==> config.mk <==
export PLATFORM = sky130hd
export DESIGN_NAME = csu_top
export DESIGN_NICKNAME = d
export VERILOG_FILES = /design/src/logic/csu_pkg.sv /design/src/logic/csu_top.sv
export VERILOG_INCLUDE_DIRS = /design/src /design/src/logic
export SDC_FILE = /design/constraint.sdc
export NUM_CORES = 1
export LEC_CHECK = 0
export BUFFER_PORTS_ARGS = -buffer_cell sky130_fd_sc_hd__buf_2
export CORE_MARGIN = 2
export CORE_UTILIZATION = 26
export DETAILED_ROUTE_END_ITERATION = 16
export GPL_ROUTABILITY_DRIVEN = 0
export HOLD_SLACK_MARGIN = 0.03
export PLACE_DENSITY_LB_ADDON = 0.12
export SLEW_MARGIN = 20
export SYNTH_ARGS = -nofsm -noshare
export SYNTH_HDL_FRONTEND = slang
export SYNTH_SLANG_ARGS = --single-unit
==> constraint.sdc <==
create_clock -name mclk_i -period 3.2 [get_ports mclk_i]
set_input_delay 0.48 -clock mclk_i [delete_from_list [all_inputs] [get_ports mclk_i]]
set_output_delay 0.48 -clock mclk_i [all_outputs]
set_load 0.02 [all_outputs]
==> src/logic/csu_cfg.svh <==
// register offsets, field reset values and timing counts of the clock unit
`ifndef CSU_CFG_SVH
`define CSU_CFG_SVH

// ------------------------------------------------------------
// register byte offsets
// ------------------------------------------------------------
`define CSU_OFF_CTRL1 8'h00
`define CSU_OFF_CTRL2 8'h04
`define CSU_OFF_TRIM 8'h08
`define CSU_OFF_FINE_TRIM_BIT 8'h0c
`define CSU_OFF_STATUS 8'h10

// ------------------------------------------------------------
// reset values
// ------------------------------------------------------------
`define CSU_BUS_DIVIDER_FIELD_RST 2'h1
`define CSU_INTERNAL_REF_SELECT_RST 1'b1
`define CSU_TRIM_POR 8'h80
`define CSU_FINE_TRIM_BIT_POR 1'b0

// ------------------------------------------------------------
// bus answers and timing
// ------------------------------------------------------------
`define CSU_RESP_OKAY 2'h0
`define CSU_RESP_SLVERR 2'h2
`define CSU_CLK_NS 8
`define CSU_MISS_NS 10000
`define CSU_MISS_CYC (`CSU_MISS_NS / `CSU_CLK_NS)
`define CSU_NEW_EDGES 4
`define CSU_IREF_BASE 16

`endif

==> src/logic/csu_pkg.sv <==
// types shared by the clock source unit and its bench
package csu_pkg;

   // ------------------------------------------------------------
   // clock source codes and switch states
   // ------------------------------------------------------------
   typedef enum logic [1:0] {
      SRC_FLL = 2'b00,
      SRC_IREF = 2'b01,
      SRC_EREF = 2'b10,
      SRC_RSV = 2'b11
   } csu_src_t;

   typedef enum logic {
      SW_IDLE = 1'b0,
      SW_WAIT = 1'b1
   } csu_sw_t;

   // ------------------------------------------------------------
   // carriers
   // ------------------------------------------------------------
   typedef struct packed {
      logic sel_out;
      logic bus;
      logic iref;
      logic eref;
      logic fll_ref;
   } csu_clock_source_select_t;

   typedef struct packed {
      logic [7:0] coarse;
      logic fine;
   } csu_trim_t;

   typedef struct packed {
      csu_src_t clock_source_select;
      logic [2:0] reference_divider;
      logic internal_ref_select;
      logic internal_ref_output_enable;
      logic internal_ref_stop_enable;
      logic [1:0] bus_divider_field;
      logic lp;
      logic external_ref_output_enable;
      csu_src_t active;
      csu_src_t pend;
      csu_sw_t sw;
      logic [2:0] edges;
      logic [11:0] miss;
      logic [9:0] iref_cnt;
      logic iref_lvl;
      logic prv_fll;
      logic prv_ext;
      logic [2:0] div_cnt;
      csu_clock_source_select_t clk;
      logic fll_en;
      logic [2:0] fll_reference_divider;
      logic aw_got;
      logic w_got;
      logic [7:0] waddr;
      logic [7:0] wdata;
      logic wstb;
      logic awready;
      logic wready;
      logic bvalid;
      logic [1:0] bresp;
      logic arready;
      logic rvalid;
      logic [7:0] rdata;
      logic [1:0] rresp;
   } csu_st_t;

endpackage

==> src/logic/csu_top.sv <==
// clock source unit: source select, bus divider, trim and reference outputs
`timescale 1ns/10ps
`include "csu_cfg.svh"

// Notes on behaviour
// - system clock is FLL, internal or external
// - selected source passes bus divider; bus halves
// - warm reset (reset_n_i) gives FLL internal, divider 1:2
// - power-on loads coarse trim 0x80, fine 0
// - other resets keep both trim values
// - switch completes after several new clock cycles
// - dead new source keeps previous clock active
// - bus divider writes take effect at once
// - low power disables FLL when unselected
// - low power cleared keeps FLL running
// - internal enable drives internal reference output
// - larger coarse trim gives longer reference period
// - trim reaches output only in internal modes
// - both enables keep internal reference in stop
// - external enable drives external reference output
// - internal select keeps external reference off FLL
// - external reference 100 kHz to 5 MHz accepted
module csu_top #(
   parameter int MISS_CYC = `CSU_MISS_CYC,
   parameter int NEW_EDGES = `CSU_NEW_EDGES,
   parameter int IREF_BASE = `CSU_IREF_BASE
) (
   // clock and resets
   input wire logic mclk_i,
   input wire logic reset_n_i,
   input wire logic por_n_i,
   // chip state and clock sources
   input wire logic stop_i,
   input wire logic fll_clk_i,
   input wire logic ext_ref_clk_i,
   // axi4-lite write channels
   input wire logic [7:0] awaddr_i,
   input wire logic awvalid_i,
   output logic awready_o,
   input wire logic [31:0] wdata_i,
   input wire logic [3:0] wstrb_i,
   input wire logic wvalid_i,
   output logic wready_o,
   output logic [1:0] bresp_o,
   output logic bvalid_o,
   input wire logic bready_i,
   // axi4-lite read channels
   input wire logic [7:0] araddr_i,
   input wire logic arvalid_i,
   output logic arready_o,
   output logic [31:0] rdata_o,
   output logic [1:0] rresp_o,
   output logic rvalid_o,
   input wire logic rready_i,
   // clock outputs and FLL control
   output csu_pkg::csu_clock_source_select_t clk_o,
   output logic fll_en_o,
   output logic [2:0] fll_reference_divider_o
);
   import csu_pkg::*;

   csu_st_t s;
   csu_st_t n;
   csu_trim_t t;
   csu_trim_t nt;
   logic fll_rise;
   logic ext_rise;
   logic iref_run;
   logic iref_rise;
   logic [9:0] iref_half;
   logic sel_lvl;
   logic sel_rise;
   logic pend_rise;
   logic [7:0] wa;
   logic [7:0] ra;

   // pick one of three levels by source code; reserved gives low
   function automatic logic src_pick(input csu_src_t src, input logic f,
                                     input logic i, input logic e);
      case (src)
         SRC_FLL: src_pick = f;
         SRC_IREF: src_pick = i;
         SRC_EREF: src_pick = e;
         default: src_pick = 1'b0;
      endcase
   endfunction

   // ------------------------------------------------------------
   // source sampling
   // ------------------------------------------------------------
   // inputs are synchronous; external reference up to 5 MHz is
   // well oversampled at 125 MHz
   assign fll_rise = fll_clk_i & ~s.prv_fll;
   assign ext_rise = ext_ref_clk_i & ~s.prv_ext;
   // internal reference runs when used or when kept for stop
   assign iref_run = (s.internal_ref_output_enable & (~stop_i | s.internal_ref_stop_enable)) |
                     (~stop_i & (s.internal_ref_select | s.active == SRC_IREF |
                                 s.clock_source_select == SRC_IREF));
   assign iref_rise = iref_run & (s.iref_cnt == 10'h000) & ~s.iref_lvl;
   // half period grows with trim, fine bit adds half a step
   assign iref_half = 10'(IREF_BASE) + {1'b0, t.coarse, t.fine};
   assign sel_lvl = src_pick(s.active, fll_clk_i, s.iref_lvl,
                             ext_ref_clk_i);
   assign sel_rise = src_pick(s.active, fll_rise, iref_rise, ext_rise);
   assign pend_rise = src_pick(s.pend, fll_rise, iref_rise, ext_rise);
   assign wa = {s.waddr[7:2], 2'h0};
   assign ra = {araddr_i[7:2], 2'h0};

   // ------------------------------------------------------------
   // next state
   // ------------------------------------------------------------
   always_comb begin
      n = s;
      nt = t;
      n.prv_fll = fll_clk_i;
      n.prv_ext = ext_ref_clk_i;

      // internal reference oscillator from a reloading counter
      if (iref_run) begin
         if (s.iref_cnt == 10'h000) begin
            n.iref_cnt = iref_half;
            n.iref_lvl = ~s.iref_lvl;
         end else begin
            n.iref_cnt = s.iref_cnt - 10'h001;
         end
      end

      // source switch: wait for edges of the new clock, give up
      // if it stays silent so the old one keeps running
      case (s.sw)
         SW_IDLE: begin
            if (s.clock_source_select != s.active && s.clock_source_select != SRC_RSV) begin
               n.sw = SW_WAIT;
               n.pend = s.clock_source_select;
               n.edges = 3'h0;
               n.miss = 12'h000;
            end
         end
         SW_WAIT: begin
            if (s.clock_source_select == s.active || s.clock_source_select == SRC_RSV) begin
               n.sw = SW_IDLE;
            end else if (s.clock_source_select != s.pend) begin
               n.pend = s.clock_source_select;
               n.edges = 3'h0;
               n.miss = 12'h000;
            end else if (pend_rise) begin
               n.miss = 12'h000;
               if (s.edges == 3'(NEW_EDGES - 1)) begin
                  n.active = s.pend;
                  n.sw = SW_IDLE;
               end else begin
                  n.edges = s.edges + 3'h1;
               end
            end else if (s.miss == 12'(MISS_CYC - 1)) begin
               n.sw = SW_IDLE;
            end else begin
               n.miss = s.miss + 12'h001;
            end
         end
         default: n.sw = SW_IDLE;
      endcase

      // bus divider counts rising edges of the active source; the
      // code is read live, so a new ratio applies at once
      if (sel_rise) begin
         n.div_cnt = s.div_cnt + 3'h1;
      end
      case (s.bus_divider_field)
         2'h0: n.clk.sel_out = sel_lvl;
         2'h1: n.clk.sel_out = n.div_cnt[0];
         2'h2: n.clk.sel_out = n.div_cnt[1];
         default: n.clk.sel_out = n.div_cnt[2];
      endcase
      // a ratio change may shorten one output phase; no glitch filter
      if (n.clk.sel_out & ~s.clk.sel_out) begin
         n.clk.bus = ~s.clk.bus;
      end

      // gated reference outputs and FLL reference path
      n.clk.iref = s.iref_lvl & s.internal_ref_output_enable &
                   (~stop_i | s.internal_ref_stop_enable);
      n.clk.eref = ext_ref_clk_i & s.external_ref_output_enable;
      // trim only reaches the FLL through the internal reference
      n.clk.fll_ref = s.internal_ref_select ? s.iref_lvl : ext_ref_clk_i;
      n.fll_en = ~(s.lp & s.active != SRC_FLL &
                   s.clock_source_select != SRC_FLL);
      n.fll_reference_divider = s.reference_divider;

      // write address and data are taken in either order
      if (awvalid_i & s.awready) begin
         n.aw_got = 1'b1;
         n.waddr = awaddr_i;
      end
      if (wvalid_i & s.wready) begin
         n.w_got = 1'b1;
         n.wdata = wdata_i[7:0];
         n.wstb = wstrb_i[0];
      end
      if (s.aw_got & s.w_got) begin
         n.aw_got = 1'b0;
         n.w_got = 1'b0;
         n.bvalid = 1'b1;
         n.bresp = `CSU_RESP_OKAY;
         case (wa)
            `CSU_OFF_CTRL1: begin
               if (s.wstb) begin
                  n.clock_source_select = csu_src_t'(s.wdata[7:6]);
                  n.reference_divider = s.wdata[5:3];
                  n.internal_ref_select = s.wdata[2];
                  n.internal_ref_output_enable = s.wdata[1];
                  n.internal_ref_stop_enable = s.wdata[0];
               end
            end
            `CSU_OFF_CTRL2: begin
               if (s.wstb) begin
                  n.bus_divider_field = s.wdata[7:6];
                  n.lp = s.wdata[3];
                  n.external_ref_output_enable = s.wdata[1];
               end
            end
            `CSU_OFF_TRIM: begin
               if (s.wstb) begin
                  nt.coarse = s.wdata;
               end
            end
            `CSU_OFF_FINE_TRIM_BIT: begin
               if (s.wstb) begin
                  nt.fine = s.wdata[0];
               end
            end
            `CSU_OFF_STATUS: n.bresp = `CSU_RESP_OKAY;
            default: n.bresp = `CSU_RESP_SLVERR;
         endcase
      end else if (s.bvalid & bready_i) begin
         n.bvalid = 1'b0;
      end
      n.awready = ~n.aw_got & ~n.bvalid;
      n.wready = ~n.w_got & ~n.bvalid;

      // read answers one cycle after the address is taken
      if (arvalid_i & s.arready) begin
         n.rvalid = 1'b1;
         n.rresp = `CSU_RESP_OKAY;
         case (ra)
            `CSU_OFF_CTRL1: n.rdata = {s.clock_source_select, s.reference_divider, s.internal_ref_select,
                                       s.internal_ref_output_enable, s.internal_ref_stop_enable};
            `CSU_OFF_CTRL2: n.rdata = {s.bus_divider_field, 2'h0, s.lp, 1'b0,
                                       s.external_ref_output_enable, 1'b0};
            `CSU_OFF_TRIM: n.rdata = t.coarse;
            `CSU_OFF_FINE_TRIM_BIT: n.rdata = {7'h00, t.fine};
            `CSU_OFF_STATUS: n.rdata = {4'h0, s.active, s.sw, s.fll_en};
            default: begin
               n.rdata = 8'h00;
               n.rresp = `CSU_RESP_SLVERR;
            end
         endcase
      end else if (s.rvalid & rready_i) begin
         n.rvalid = 1'b0;
      end
      n.arready = ~n.rvalid;
   end

   // ------------------------------------------------------------
   // state registers
   // ------------------------------------------------------------
   // reset_n_i (warm reset) returns to FLL engaged internal, divide by two; por_n_i alone leaves this state
   always_ff @(posedge mclk_i or negedge reset_n_i) begin
      if (!reset_n_i) begin
         s <= '0;
         s.internal_ref_select <= `CSU_INTERNAL_REF_SELECT_RST;
         s.bus_divider_field <= `CSU_BUS_DIVIDER_FIELD_RST;
         s.fll_en <= 1'b1;
      end else begin
         s <= n;
      end
   end

   // trim sits on power-on reset only so warm resets keep it
   always_ff @(posedge mclk_i or negedge por_n_i) begin
      if (!por_n_i) begin
         t <= {`CSU_TRIM_POR, `CSU_FINE_TRIM_BIT_POR};
      end else begin
         t <= nt;
      end
   end

   // ------------------------------------------------------------
   // outputs
   // ------------------------------------------------------------
   assign awready_o = s.awready;
   assign wready_o = s.wready;
   assign bvalid_o = s.bvalid;
   assign bresp_o = s.bresp;
   assign arready_o = s.arready;
   assign rvalid_o = s.rvalid;
   assign rresp_o = s.rresp;
   assign rdata_o = {24'h000000, s.rdata};
   assign clk_o = s.clk;
   assign fll_en_o = s.fll_en;
   assign fll_reference_divider_o = s.fll_reference_divider;
endmodule

==> flow_metrics.env <==
export IMPL_finalNetCount=605
export IMPL_initial_core_util=0.265
export IMPL_powerDensity_nw_per_um2=706
export IMPL_yosys_top_cells_area="dfrtp_1 (46%), mux2_2 (9.2%), buf_4 (6.4%)"
export IMPL_yosys_register_bits=98
export IMPL_pwr_share_clk=0.276
export IMPL_synth_top_cell_area_share=0.457
export IMPL_core_sq_um=19500
export IMPL_dieWidth_microns=145
export IMPL_switching_share=0.351
export IMPL_worst_setup_path_start_kind="flip-flop"
export IMPL_synth_area_leader_cell="dfrtp_1"
export IMPL_antenna_found_initial=0
export IMPL_crit_required_ps=3440
export IMPL_arrival_ps=2980
export IMPL_syn_to_final_growth_pct=13.8
export IMPL_min_period_over_period=0.857
export IMPL_cts_tree="built"
export IMPL_seqPwrFrac=0.463
export IMPL_drv_slew=0
export IMPL_io_pins=113
export IMPL_tightest_slew_ps=836
export IMPL_antenna_left=0
export IMPL_track_usage=0.124
export IMPL_synthFlopType="dfrtp_1"
export IMPL_vias_per_cell=4.57
export IMPL_avgSynthCellArea_sq_um=10.5
export IMPL_fin_crit_ps=2740
export IMPL_maxSlewHeadroom=0.442
export IMPL_design_area_sq_um=5860
export IMPL_setup_tns_ps=0
export IMPL_final_hold_violation_count=0
export IMPL_wl_per_cell_microns=15.1
export IMPL_clock_root_buffer="clkbuf_16"
export IMPL_drive_above_1_share=0.258
export IMPL_grt_overflow=0
export IMPL_r2r_cells=8
export IMPL_dieArea_sq_um=21000
export IMPL_routed_wl_microns=12100
export IMPL_cap_viol_max_count=0
export IMPL_h_tree_depth=3
export IMPL_holdCritPathClass="input port to asynchronous set/reset pin"
export IMPL_worstPathMaxFanout=5
export IMPL_synthTopCellsByCount="dfrtp_1 (94), buf_4 (44), mux2_2 (42)"
export IMPL_dr_total_vias=3676
export IMPL_p_leak_uw=0.00263
export IMPL_grt_max_degree=62
export IMPL_seq_area_frac_synth=0.477
export IMPL_comb_power_share=0.260
export IMPL_ys_warn_count=0
export IMPL_clk_path_buf_depth=2
export IMPL_grt_pass1_wl_microns=19900
export IMPL_cts_made_buffers=9
export IMPL_status="completed"
export IMPL_clock_latency_ps=350
export IMPL_worstSetupPathType="flip-flop to flip-flop"
export IMPL_fp_dieH_microns=145
export IMPL_grt_pass1_vias=3683
export IMPL_drt_pass1_iterations=5
export IMPL_num_fill_cells=2045
export IMPL_cp_end_kind="flip-flop"
export IMPL_dp_cells=787
export IMPL_setup_viol=0
export IMPL_rsz0062_at_grt="false"
export IMPL_layout_cells_non_filler=804
export IMPL_r2r_start="s[51]"
export IMPL_port_buffers=55
export IMPL_yosysMostFrequentCell="dfrtp_1"
export IMPL_postSynth_asyncResetShare=1.00
export IMPL_intPower_uw=2690
export IMPL_vdd_ir_drop_max_v=0.000313
export IMPL_rrSetupSlack_ps=460
export IMPL_clock_skew_ps=9.91
export IMPL_clock_sinks=98
export IMPL_p_sw_uw=1450
export IMPL_synth_distinct_cells=65
export IMPL_synth_area_sq_um=5150
export IMPL_drc=0
export IMPL_rows=51
export IMPL_insertedDiodeCount=0
export IMPL_worstReg2RegEnd="clk_o[3]"
export IMPL_synth_edf_count=0
export IMPL_finalPower_uw=4140
export IMPL_clk_pin_slew_ps=70
export IMPL_dpl_hpwl_microns=8920
export IMPL_fmax_ghz=0.365
export IMPL_synth_cells=492
export IMPL_placed_area_sq_um=5550
export IMPL_drt_initial_drc_count=167
-- worst max path at each step --
stage / slack (ps) / cells after the start / endpoint / startpoint
finish: 460 / 8 / clk_o[3] / s[51]
global route: 240 / 8 / clk_o[3] / s[51]
CTS: 500 / 8 / clk_o[3] / s[51]
detailed placement: 510 / 8 / clk_o[3] / s[51]
global placement: 560 / 8 / clk_o[3] / s[51]
floorplan: 820 / 6 / s[80] / s[57]
-- per-stage QoR --
step,setup slack (ps),hold slack (ps),util
final,458,237,0.301
after global placement,558,350,0.285
after detailed placement,508,355,0.285
after global routing,243,267,0.301
after floorplan,821,184,-
after CTS,496,263,0.301
-- critical path, stage by stage, from the launching register on --
cell and delay (ps):
dfrtp_1 420, inv_1 90, ha_1 200, or4b_2 610, a2111oi_2 520, nor3_1 100, a311oi_1 380, nand4bb_1 170
xnor2_1 140
-- placed cells by master, fill, tap and decap left out, types with 3 or more instances in the layout --
| cell type | instances |
|---|---|
| dfrtp_1 | 94 |
| buf_2 | 54 |
| mux2_2 | 42 |
| nand2_1 | 36 |
| o21ai_0 | 29 |
| nor2_1 | 28 |
| conb_1 | 26 |
| inv_1 | 20 |
| a21oi_1 | 20 |
| mux2i_1 | 13 |
| nor4_1 | 10 |
| nand3_1 | 9 |
| nor3_1 | 9 |
| clkbuf_16 | 9 |
| buf_4 | 9 |
| xnor2_1 | 8 |
| and3_1 | 8 |
| ha_1 | 8 |
| a22oi_1 | 6 |
| nor2b_1 | 5 |
| o22a_1 | 5 |
| o22ai_1 | 5 |
| or3_1 | 5 |
| nor4b_1 | 4 |
| a31oi_1 | 4 |
| a22o_1 | 4 |
| inv_6 | 4 |
| dfstp_2 | 4 |
| nand3b_1 | 3 |
| a21o_1 | 3 |
| or2_2 | 3 |
| and2_1 | 3 |
| or4_1 | 3 |
-- state kept, by name (all words and copies together) (netlist names) --
name and cells:
n 3, s 62, arready_o 1, awready_o 1, fll_reference_divider_o 3, rvalid_o 1, fll_en_o 1, rresp_o 1
t 9, wready_o 1, clk_o 5, rdata_o 8, bvalid_o 1, bresp_o 1
-- logic make-up (layout without fill, tap and decap cells) --
kind of cell / after synthesis / in the layout / share of synthesized area
AND/OR/NAND/NOR: 144 / 144 / 0.156
flip-flops: 98 / 98 / 0.477
AO/OA/AOI/OAI: 96 / 96 / 0.120
buffers and inverters: 79 / 101 / 0.0898
multiplexers: 57 / 57 / 0.121
XOR/XNOR: 9 / 9 / 0.0153
adder cells (fa/ha/maj): 8 / 8 / 0.0194
other: 1 / 26 / 0.000728
-- area by class of cell --
cell class | count | area (sq um) | share of cell area
Sequential cell | 98 | 2460 | 0.419
Multi-Input combinational cell | 340 | 2330 | 0.397
Timing Repair Buffer | 65 | 368 | 0.0627
Tap cell | 265 | 332 | 0.0565
Clock buffer | 9 | 225 | 0.0384
Clock inverter | 7 | 81.3 | 0.0139
Inverter | 20 | 75.1 | 0.0128
-- power by group through the flow --
stage | clock network [uW] | logic [uW] | registers, uW
CTS | 1190 | 1090 | 1920
global placement | 0 | 1070 | 1930
detailed placement | 0 | 1090 | 1940
global route | 1240 | 1210 | 1980
finish | 1140 | 1080 | 1920
floorplan | 0 | 910 | 1800
-- metal layers --
metal  global-route usage  wire (microns)  vias to the layer above
met3               0.0286             527                        8
li1                     -               -                     1788
met2                0.191            5420                       90
met4               0.0358             142                        0
met1                0.172            6030                     1790
met5                    0               0                        -
-- timing repair --
item | 4_1_cts | 5_1_grt
hold buffers | 1 | 0
resized for setup | 0 | 0
hold endpoints to repair | 8 | 0
buffers inserted | 0 | 0
No activity file was read; power rests on OpenSTA's default activity.
